$ cat src/dsp_acc_pkg.sv
// package for the dsp accumulator: widths, field positions, reset value, op codes
// assumes the core decode presents one operation code per cycle
package dsp_acc_pkg;
	localparam int          ACC_W      = 64;
	localparam int          WORD_W     = 32;
	localparam int          HI_LSB     = 32;
	localparam int          MID_LSB    = 16;
	localparam logic [63:0] ACC_RESET  = 64'h0;
	localparam int          OP_W       = 4;

	typedef enum logic [3:0] {
		op_none                  = 4'h0,
		signed_wide_product_op   = 4'h1,
		unsigned_wide_product_op = 4'h2,
		float_product_op         = 4'h3,
		integer_product_op       = 4'h4,
		repeated_product_sum_op  = 4'h5,
		write_upper_word         = 4'h6,
		write_lower_word         = 4'h7,
		read_upper_word          = 4'h8,
		read_middle_word         = 4'h9
	} acc_op_t;
endpackage

$ cat src/acc_word_select.sv
// word select: picks the upper or middle 32-bit slice of the accumulator
// assumes a registered accumulator value at its input
`timescale 1ns/1ps
module acc_word_select (
	// accumulator value
	input  wire logic [63:0] acc_value,
	// slice choice: high picks middle slice
	input  wire logic        pick_middle,
	// selected word
	output logic      [31:0] word
);
	assign word = pick_middle ? acc_value[dsp_acc_pkg::MID_LSB +: dsp_acc_pkg::WORD_W]
	                          : acc_value[dsp_acc_pkg::HI_LSB +: dsp_acc_pkg::WORD_W];
endmodule

$ cat src/dsp_sum_register.sv
// dsp accumulator register of the core, driven only by instruction execution
// assumes op, operand and product come from execute, synchronous to mclk
// limits: sums wrap at 64 bits; codes outside the table are ignored
`timescale 1ns/1ps
module dsp_sum_register (
	// clock and reset
	input  wire logic        mclk,
	input  wire logic        rst_b,
	// request from execute
	input  wire logic [3:0]  op,
	input  wire logic [31:0] operand,
	input  wire logic [63:0] product,
	input  wire logic        accumulate,
	// answer to execute
	output logic      [31:0] read_data,
	output logic             read_valid,
	output logic      [63:0] acc_value
);
	// ----------------------------------------
	// state
	// ----------------------------------------
	typedef struct packed {
		logic [63:0] acc;
		logic [31:0] rdata;
		logic        rvalid;
	} state_t;

	localparam int HALF_W = dsp_acc_pkg::WORD_W;

	// ----------------------------------------
	// operation classes
	// ----------------------------------------
	// execute issues one operation per edge, so at most one class is live;
	// a read therefore always sees the value before any same-edge update
	typedef enum logic [1:0] {
		cls_idle    = 2'b00,
		cls_product = 2'b01,
		cls_write   = 2'b10,
		cls_read    = 2'b11
	} op_class_t;

	// registered state and its next value
	state_t      cur;
	state_t      next_cur;

	// decode and datapath
	logic [31:0] sel_word;
	logic        is_mid;
	op_class_t   op_class;
	logic        dec_add;
	logic [1:0]  half_hit;
	logic [63:0] merged;
	logic [63:0] sum_value;
	logic [63:0] prod_value;

	// ----------------------------------------
	// decode functions
	// ----------------------------------------

	function automatic logic is_product(input logic [3:0] code);
		case (dsp_acc_pkg::acc_op_t'(code))
			dsp_acc_pkg::signed_wide_product_op,
			dsp_acc_pkg::unsigned_wide_product_op,
			dsp_acc_pkg::float_product_op,
			dsp_acc_pkg::integer_product_op,
			dsp_acc_pkg::repeated_product_sum_op: is_product = 1'b1;
			default: is_product = 1'b0;
		endcase
	endfunction

	function automatic logic is_read(input logic [3:0] code);
		case (dsp_acc_pkg::acc_op_t'(code))
			dsp_acc_pkg::read_upper_word,
			dsp_acc_pkg::read_middle_word: begin
				is_read = 1'b1;
			end
			default: begin
				is_read = 1'b0;
			end
		endcase
	endfunction

	// half 1 is bits 63 to 32, half 0 is bits 31 to 0
	function automatic logic writes_half(input logic [3:0] code, input int half);
		case (dsp_acc_pkg::acc_op_t'(code))
			dsp_acc_pkg::write_upper_word: begin
				writes_half = (half == 1);
			end
			dsp_acc_pkg::write_lower_word: begin
				writes_half = (half == 0);
			end
			default: begin
				writes_half = 1'b0;
			end
		endcase
	endfunction

	function automatic logic is_write(input logic [3:0] code);
		is_write = writes_half(code, 0) || writes_half(code, 1);
	endfunction

	// product-sum always adds, whatever the accumulate input says
	function automatic logic always_adds(input logic [3:0] code);
		case (dsp_acc_pkg::acc_op_t'(code))
			dsp_acc_pkg::repeated_product_sum_op: begin
				always_adds = 1'b1;
			end
			default: begin
				always_adds = 1'b0;
			end
		endcase
	endfunction

	// unknown codes fall to idle: they are ignored and change nothing
	function automatic op_class_t classify(input logic [3:0] code);
		if (is_product(code)) begin
			classify = cls_product;
		end else if (is_read(code)) begin
			classify = cls_read;
		end else if (is_write(code)) begin
			classify = cls_write;
		end else begin
			classify = cls_idle;
		end
	endfunction

	// ----------------------------------------
	// decode
	// ----------------------------------------
	assign op_class = classify(op);
	assign is_mid   = (op == dsp_acc_pkg::read_middle_word);

	// the other products add only when execute asks for it
	assign dec_add  = (op_class == cls_product)
	                  && (accumulate || always_adds(op));

	// ----------------------------------------
	// product path
	// ----------------------------------------
	// the multiplier hands over a finished product; only the add lives here
	// the sum wraps at 64 bits; no carry or overflow flag leaves this block
	assign sum_value  = 64'(cur.acc + product);
	assign prod_value = dec_add ? sum_value : product;

	// ----------------------------------------
	// half-word writes
	// ----------------------------------------
	// each half takes the operand only when addressed, so the other keeps its bits
	genvar h;
	generate
		for (h = 0; h < dsp_acc_pkg::ACC_W / HALF_W; h = h + 1) begin : g_half
			assign half_hit[h] = writes_half(op, h);
			assign merged[h*HALF_W +: HALF_W] = half_hit[h]
			                                    ? operand
			                                    : cur.acc[h*HALF_W +: HALF_W];
		end
	endgenerate

	// ----------------------------------------
	// read path
	// ----------------------------------------
	// slice is taken from the registered value, never from next_cur

	acc_word_select u_sel (
		.acc_value   (cur.acc),
		.pick_middle (is_mid),
		.word        (sel_word)
	);

	// ----------------------------------------
	// next state
	// ----------------------------------------
	always_comb begin
		next_cur        = cur;
		next_cur.rvalid = 1'b0;
		case (op_class)
			cls_product: begin
				next_cur.acc = prod_value;
			end
			cls_write: begin
				next_cur.acc = merged;
			end
			cls_read: begin
				// read data holds until the next read; valid stands one cycle
				next_cur.rdata  = sel_word;
				next_cur.rvalid = 1'b1;
			end
			cls_idle: begin
				// accumulator and read data simply hold
				next_cur.rvalid = 1'b0;
			end
			default: begin
				next_cur.rvalid = 1'b0;
			end
		endcase
	end

	// ----------------------------------------
	// registers
	// ----------------------------------------
	always_ff @(posedge mclk or negedge rst_b) begin
		if (!rst_b) begin
			cur.acc    <= dsp_acc_pkg::ACC_RESET;
			cur.rdata  <= 32'h0;
			cur.rvalid <= 1'b0;
		end else begin
			cur <= next_cur;
		end
	end

	// ----------------------------------------
	// outputs
	// ----------------------------------------
	assign read_data  = cur.rdata;
	assign read_valid = cur.rvalid;
	assign acc_value  = cur.acc;
endmodule

$ cat config.mk
export PLATFORM = sky130hd
export DESIGN_NAME = dsp_sum_register
export DESIGN_NICKNAME = d
export VERILOG_FILES = /design/src/dsp_acc_pkg.sv /design/src/acc_word_select.sv /design/src/dsp_sum_register.sv
export SDC_FILE = /design/constraint.sdc
export NUM_CORES = 1
export LEC_CHECK = 0
export ABC_AREA = 1
export BUFFER_PORTS_ARGS = -buffer_cell sky130_fd_sc_hd__buf_2
export CAP_MARGIN = 0
export CORE_MARGIN = 2
export CORE_UTILIZATION = 40
export DETAILED_ROUTE_END_ITERATION = 6
export HOLD_SLACK_MARGIN = 0.05
export MAX_ROUTING_LAYER = met4
export PLACE_DENSITY = 0.66
export SYNTH_ARGS = -nofsm -noshare
export SYNTH_HDL_FRONTEND = slang
export SYNTH_SLANG_ARGS = --single-unit
$ cat constraint.sdc
create_clock -name mclk -period 6.5 [get_ports mclk]
set_input_delay 1.3 -clock mclk [delete_from_list [all_inputs] [get_ports mclk]]
set_output_delay 1.3 -clock mclk [all_outputs]
set_load 0.01 [all_outputs]
==> flow_metrics.tcl, run 1 <==
set metrics [dict create \
    synth_area_leader_cell "nand2_1" \
    rsz0062_at_grt "false" \
    drt_first_pass_iters 7 \
    layout.cells.most_common "nand2_1" \
    hold_depth 1 \
    wire_per_inst_um 18.3 \
    synth_edf_count 0 \
    io_pins 200 \
    ys_ff_latch 97 \
    clockBufferDepth 2 \
    core_um2 27600 \
    cts_resized 0 \
    finClkSkew_ps 11.3 \
    final_area_um2 12700 \
    ir_drop_mv 0.124 \
    netlist_area_um2 11200 \
    grt_max_degree 68 \
    die_area_um2 29300 \
    cts_buffers 9 \
    place_ws_ps 2000 \
    finalSetupViolations 0 \
    via_per_inst 5.04 \
    period_needed_ps 4200 \
    syn_inst 1999 \
    fin_crit_sh_pct 64.6 \
    yosysSeqAreaShare_pct 21.7 \
    vias 12900 \
    cts_hold_buf 0 \
    hold_path.class "flop to flop" \
    cp_common_cell "nor2_1" \
    gp_congestion 0.984 \
    p_per_area_nw_per_um2 275 \
    tightest_slew_ps 1030 \
    p_leak_nw 7.33 \
    fmax_mhz 238 \
    fin_setup_tns_ps 0 \
    cts_root_buf "clkbuf_16" \
    final_cell_mix "nand2_1 (732), inv_1 (359), nor2_1 (281), buf_2 (198), a21oi_1 (110)" \
    clk_pin_slew_ps 90 \
    ant_nets 0 \
    hpwl_um 38900 \
    drive_above_1_share_pct 12.1 \
    cts_tree "built" \
    max-slew-margin-rel_pct 31.1 \
    synth_top_area_share_pct 24.6 \
    reg2regPathDepth 14 \
    synthToLayoutAreaGrowth_pct 13.8 \
    grt_pass1_wl_um 68700 \
    rows 61 \
    multiInputGateArea_um2 7060 \
    worstPathRequired_ps 6790 \
    wirelength_um 46700 \
    cp_slowest_cell "inv_4" \
    antenna_found_initial 3 \
    r2r_setup_slack_ps 3760 \
    hold_violations 0 \
    crit_arrival_ps 4490 \
    nNetsFinal 2332 \
    grt_usage_pct 32.7 \
    setup_slack_ps 2300 \
    synthDistinctLibCells 40 \
    path_class "input pin to flop" \
    cts.sinks 97 \
    critical_path_depth 10 \
    clkLatencyLatePin_ps 380 \
    syn_avg_cell_area_um2 5.58 \
    fillCellCount 3169 \
    cp-end-kind "flop" \
    die_h_um 171 \
    outcome "completed" \
    slowest_delay_ps 540 \
    path_cells "buf_2 -> inv_1 -> o21bai_1 -> nand2_2 -> inv_4 -> buf_4 -> nor2_1 -> nor2_1 -> o21ai_0 -> a21oi_1" \
    drv_cap 0 \
    synthTopCellsByArea "nand2_1 (25%), dfrtp_1 (22%), inv_1 (12%), nor2_1 (9.4%), ha_1 (7.1%)" \
    drc 0 \
    initial_utilization_pct 40.4 \
    die_width_um 171 \
    dpl_cell_area_um2 12400 \
    ff_latch_area_um2 2430 \
    yosysWarningCount 0 \
    htree_levels 3 \
    worstPathMaxFanout 41 \
    async_reset_ff_share_pct 100 \
    drt_iter0_markers 1019 \
    numPortBuffers 199 \
    drv_slew 0 \
    crit_family "buffers and inverters" \
    crit_path_start_kind "input pin" \
    first_global_vias 11800 \
    post-cts-setup-buffers 0 \
    cp_num_buf_inv 4 \
    grt-ovfl-total 0 \
    synth.net_count 2166 \
    synth_ff_type "dfrtp_1" \
]
## layer usage
metal | wire, um | track usage (%) | share of wire [%] | vias to the layer above
met4 | 1250 | 9.47 | 2.7 | 0
li1 | - | - | - | 6458
met2 | 22600 | 56.1 | 48 | 450
met3 | 2670 | 3.33 | 5.7 | 53
met1 | 20100 | 40.7 | 43 | 5890
met5 | 0 | - | 0 | -
## flip-flops by register name (all words and copies together) (netlist names)
register	flops
acc_value	64
read_data	32
read_valid	1
## synthesized netlist by cell type, types with 7 or more instances
library cell,number
a21oi_1,110
a21oi_2,12
a31oi_1,17
buf_4,8
clkbuf_1,30
dfrtp_1,97
ha_1,63
inv_1,359
nand2_1,732
nand3_1,74
nand4_1,10
nor2_1,281
nor2_2,7
nor3_1,12
o211ai_1,12
o21a_1,28
o21ai_0,67
xnor2_1,8
xor2_1,21
## metrics by stage
stage	instances	hold slack [ps]	total power, W	utilization [%]
global route	2550	517	0.00376	46.0
detailed placement	2532	474	0.00285	44.8
CTS	2548	495	0.00349	46.0
floorplan	1999	531	0.00214	-
finish	2550	491	0.00350	46.0
global placement	2532	471	0.00283	44.8
## worst register-to-register path: cells and delay by family (launching register included)
family | cells | cell delay [ps]
AO/OA/AOI/OAI | 2 | 230
adder cells (fa/ha/maj) | 2 | 750
flip-flops | 1 | 410
AND/OR/NAND/NOR | 10 | 1220
## power by group
part	internal, W	switching, W	total (W)
Sequential	0.000731	0.000175	0.000906
Clock	0.000312	0.000323	0.000635
Combinational	0.000656	0.00130	0.00195
## cell families (layout without fill, tap and decap cells)
| kind of cell | after synthesis | after routing | synth area share, % |
|---|---|---|---|
| AO/OA/AOI/OAI | 258 | 258 | 13.3 |
| XOR/XNOR | 29 | 29 | 2.28 |
| adder cells (fa/ha/maj) | 64 | 64 | 7.24 |
| buffers and inverters | 415 | 586 | 15.1 |
| flip-flops | 97 | 97 | 21.7 |
| other | 0 | 2 | 0 |
| AND/OR/NAND/NOR | 1136 | 1136 | 40.3 |
## layout make-up
class / instances / share of cell area, %
Sequential cell: 97 / 19.1
Tap cell: 378 / 3.72
Antenna cell: 2 / 0.0394
Clock inverter: 7 / 0.738
Multi-Input combinational cell: 1487 / 55.6
Clock buffer: 9 / 1.77
Timing Repair Buffer: 207 / 8.33
Inverter: 363 / 10.7
## final timing paths
kind / start / endpoint
worst min-delay path: read_data[3] / read_data[3]
worst max register to register: acc_value[0] / acc_value[40]
min in group asynchronous: rst_b / acc_value[3]
max in group asynchronous: rst_b / acc_value[47]
worst min register to register: read_data[3] / read_data[3]
worst max-delay path: op[0] / acc_value[37]
(Power assumes the default switching activity.)
==> run 2: changes to the inputs <==
Clock period 6.5 ns to 3.9 ns, I/O delays scaled along.
==> flow_metrics.tcl, run 2 (synthesis results as in run 1) <==
set metrics [dict create \
    final_area_um2 12800 \
    drv_slew 0 \
    grt_pass1_wl_um 72600 \
    fin_crit_sh_pct 74.8 \
    layout.cells.non_filler 2561 \
    final_util_pct 46.3 \
    p_seq_share_pct 25.8 \
    drv_cap 0 \
    antenna_found_initial 1 \
    hold_violations 0 \
    htree_levels 3 \
    via_per_inst 5.07 \
    cts.sinks 97 \
    ir_drop_mv 0.196 \
    cp-end-kind "flop" \
    clockBufferDepth 2 \
    synthToLayoutAreaGrowth_pct 14.6 \
    grt-ovfl-total 0 \
    crit_arrival_ps 3150 \
    die_width_um 171 \
    core_um2 27600 \
    rr_startpoint "acc_value[53]" \
    power.internal_w 0.00279 \
    drive_above_1_share_pct 12.6 \
    switching_share_pct 52.4 \
    outcome "completed" \
    placed_cells 2543 \
    first_global_vias 12000 \
    die_area_um2 29300 \
    drc 0 \
    crit_start "product[0]" \
    cts_resized 0 \
    finalSetupViolations 0 \
    ant_nets 0 \
    path_cells "buf_2 -> ha_1 -> fa_1 -> nand3_1 -> nand3_1 -> nand2_1 -> nand2_1 -> nand2_1 -> nand2_1 -> xor2_1 -> o21ai_0 -> a31oi_1" \
    wirelength_um 50100 \
    cts_tree "built" \
    cp_common_cell "nand2_1" \
    tightest_slew_ps 1010 \
    wire_per_inst_um 19.6 \
    slowest_delay_ps 500 \
    final_cell_mix "nand2_1 (732), inv_1 (359), nor2_1 (281), buf_2 (198), a21oi_1 (110)" \
    cts_root_buf "clkbuf_16" \
    vias 13000 \
    cp_slowest_cell "fa_1" \
    fmax_mhz 343 \
    hold_path.class "flop to flop" \
    nNetsFinal 2343 \
    worstPathMaxFanout 4 \
    p_per_area_nw_per_um2 458 \
    drt_first_pass_iters 5 \
    gp_congestion 1.02 \
    path_class "input pin to flop" \
    layout.cells.most_common "nand2_1" \
    die_h_um 171 \
    drt_iter0_markers 1201 \
    crit_end "acc_value[16]" \
    p_leak_nw 7.38 \
    fin_setup_tns_ps 0 \
    clkLatencyLatePin_ps 370 \
    finClkSkew_ps 12.0 \
    largest_reg_flops 64 \
    rows 61 \
    grt_usage_pct 34.9 \
    max-slew-margin-rel_pct 32.4 \
    power_frac_comb_pct 57.2 \
    numPortBuffers 199 \
    clkPwrFrac_pct 17.1 \
    total_power_w 0.00586 \
    grt_max_degree 67 \
    period_needed_ps 2920 \
    clk_pin_slew_ps 90 \
    cts_hold_buf 0 \
    dpl_cell_area_um2 12500 \
    hpwl_um 41100 \
    post-cts-setup-buffers 0 \
    crit_path_start_kind "input pin" \
    initial_utilization_pct 40.4 \
    r2r_setup_slack_ps 1040 \
    worstPathRequired_ps 4130 \
    power.switching_w 0.00307 \
    io_pins 200 \
    cts_buffers 9 \
    rsz0062_at_grt "false" \
    reg2regPathDepth 13 \
    fillCellCount 3187 \
    reg2reg_to "acc_value[61]" \
]
==> run 2: changes by cell type in the layout (fill, tap and decap cells not counted), sizes merged <==
cell and change:
buf +11, bufinv -1, clkinv +3, clkinvlp -1, inv -1
==> run 2: power groups by stage <==
stage	combinational (W)	sequential (W)	clock, W
2_1_floorplan	0.00206	0.00150	0
3_3_place_gp	0.00330	0.00152	0
3_5_place_dp	0.00331	0.00152	0
4_1_cts	0.00332	0.00150	0.00102
5_1_grt	0.00373	0.00153	0.00104
6_report	0.00335	0.00151	0.00100
==> run 2: worst min path at each step <==
| stage | startpoint | end | slack, ps | depth (start not counted) |
|---|---|---|---|---|
| 3_5_place_dp | read_data[29] | read_data[29] | 470 | 1 |
| 5_1_grt | read_data[14] | read_data[14] | 510 | 1 |
| 2_1_floorplan | rst_b | acc_value[0] | 480 | 0 |
| 6_report | read_data[23] | read_data[23] | 490 | 1 |
| 4_1_cts | read_data[23] | read_data[23] | 500 | 1 |
| 3_3_place_gp | read_data[5] | read_data[5] | 470 | 1 |
==> run 2: critical path, delay by kind of cell <==
kind            cells  cell delay (ps)
compound gates      2              490
xor+xnor            1              170
fa+ha+maj           2              810
buf+inv             1              110
simple gates        6              780
==> run 2: through the flow <==
stage	setup slack, ps	hold slack, ps
3_5_place_dp	627	474
6_report	982	489
2_1_floorplan	1390	484
3_3_place_gp	643	469
5_1_grt	757	512
4_1_cts	1010	495
==> run 2: metal layers <==
| metal | vias up | GRT usage (%) | part of all wire (%) |
|---|---|---|---|
| met5 | - | - | 0 |
| met4 | 0 | 14.2 | 4.6 |
| met3 | 102 | 4.00 | 6.0 |
| met2 | 484 | 56.9 | 46 |
| met1 | 5920 | 44.0 | 43 |
| li1 | 6470 | - | - |
==> run 2: cell type report <==
class                   instances  area [um2]  share of cell area [%]
well taps                     378         473                    3.70
inverters                     363        1370                    10.7
diodes                          2        5.00                  0.0391
flip-flops and latches         97        2430                    19.0
clock buffers                   9         225                    1.76
repair buffers                218        1150                    9.02
multi-input cells            1487        7060                    55.2
clock inverters                 7        81.3                   0.636
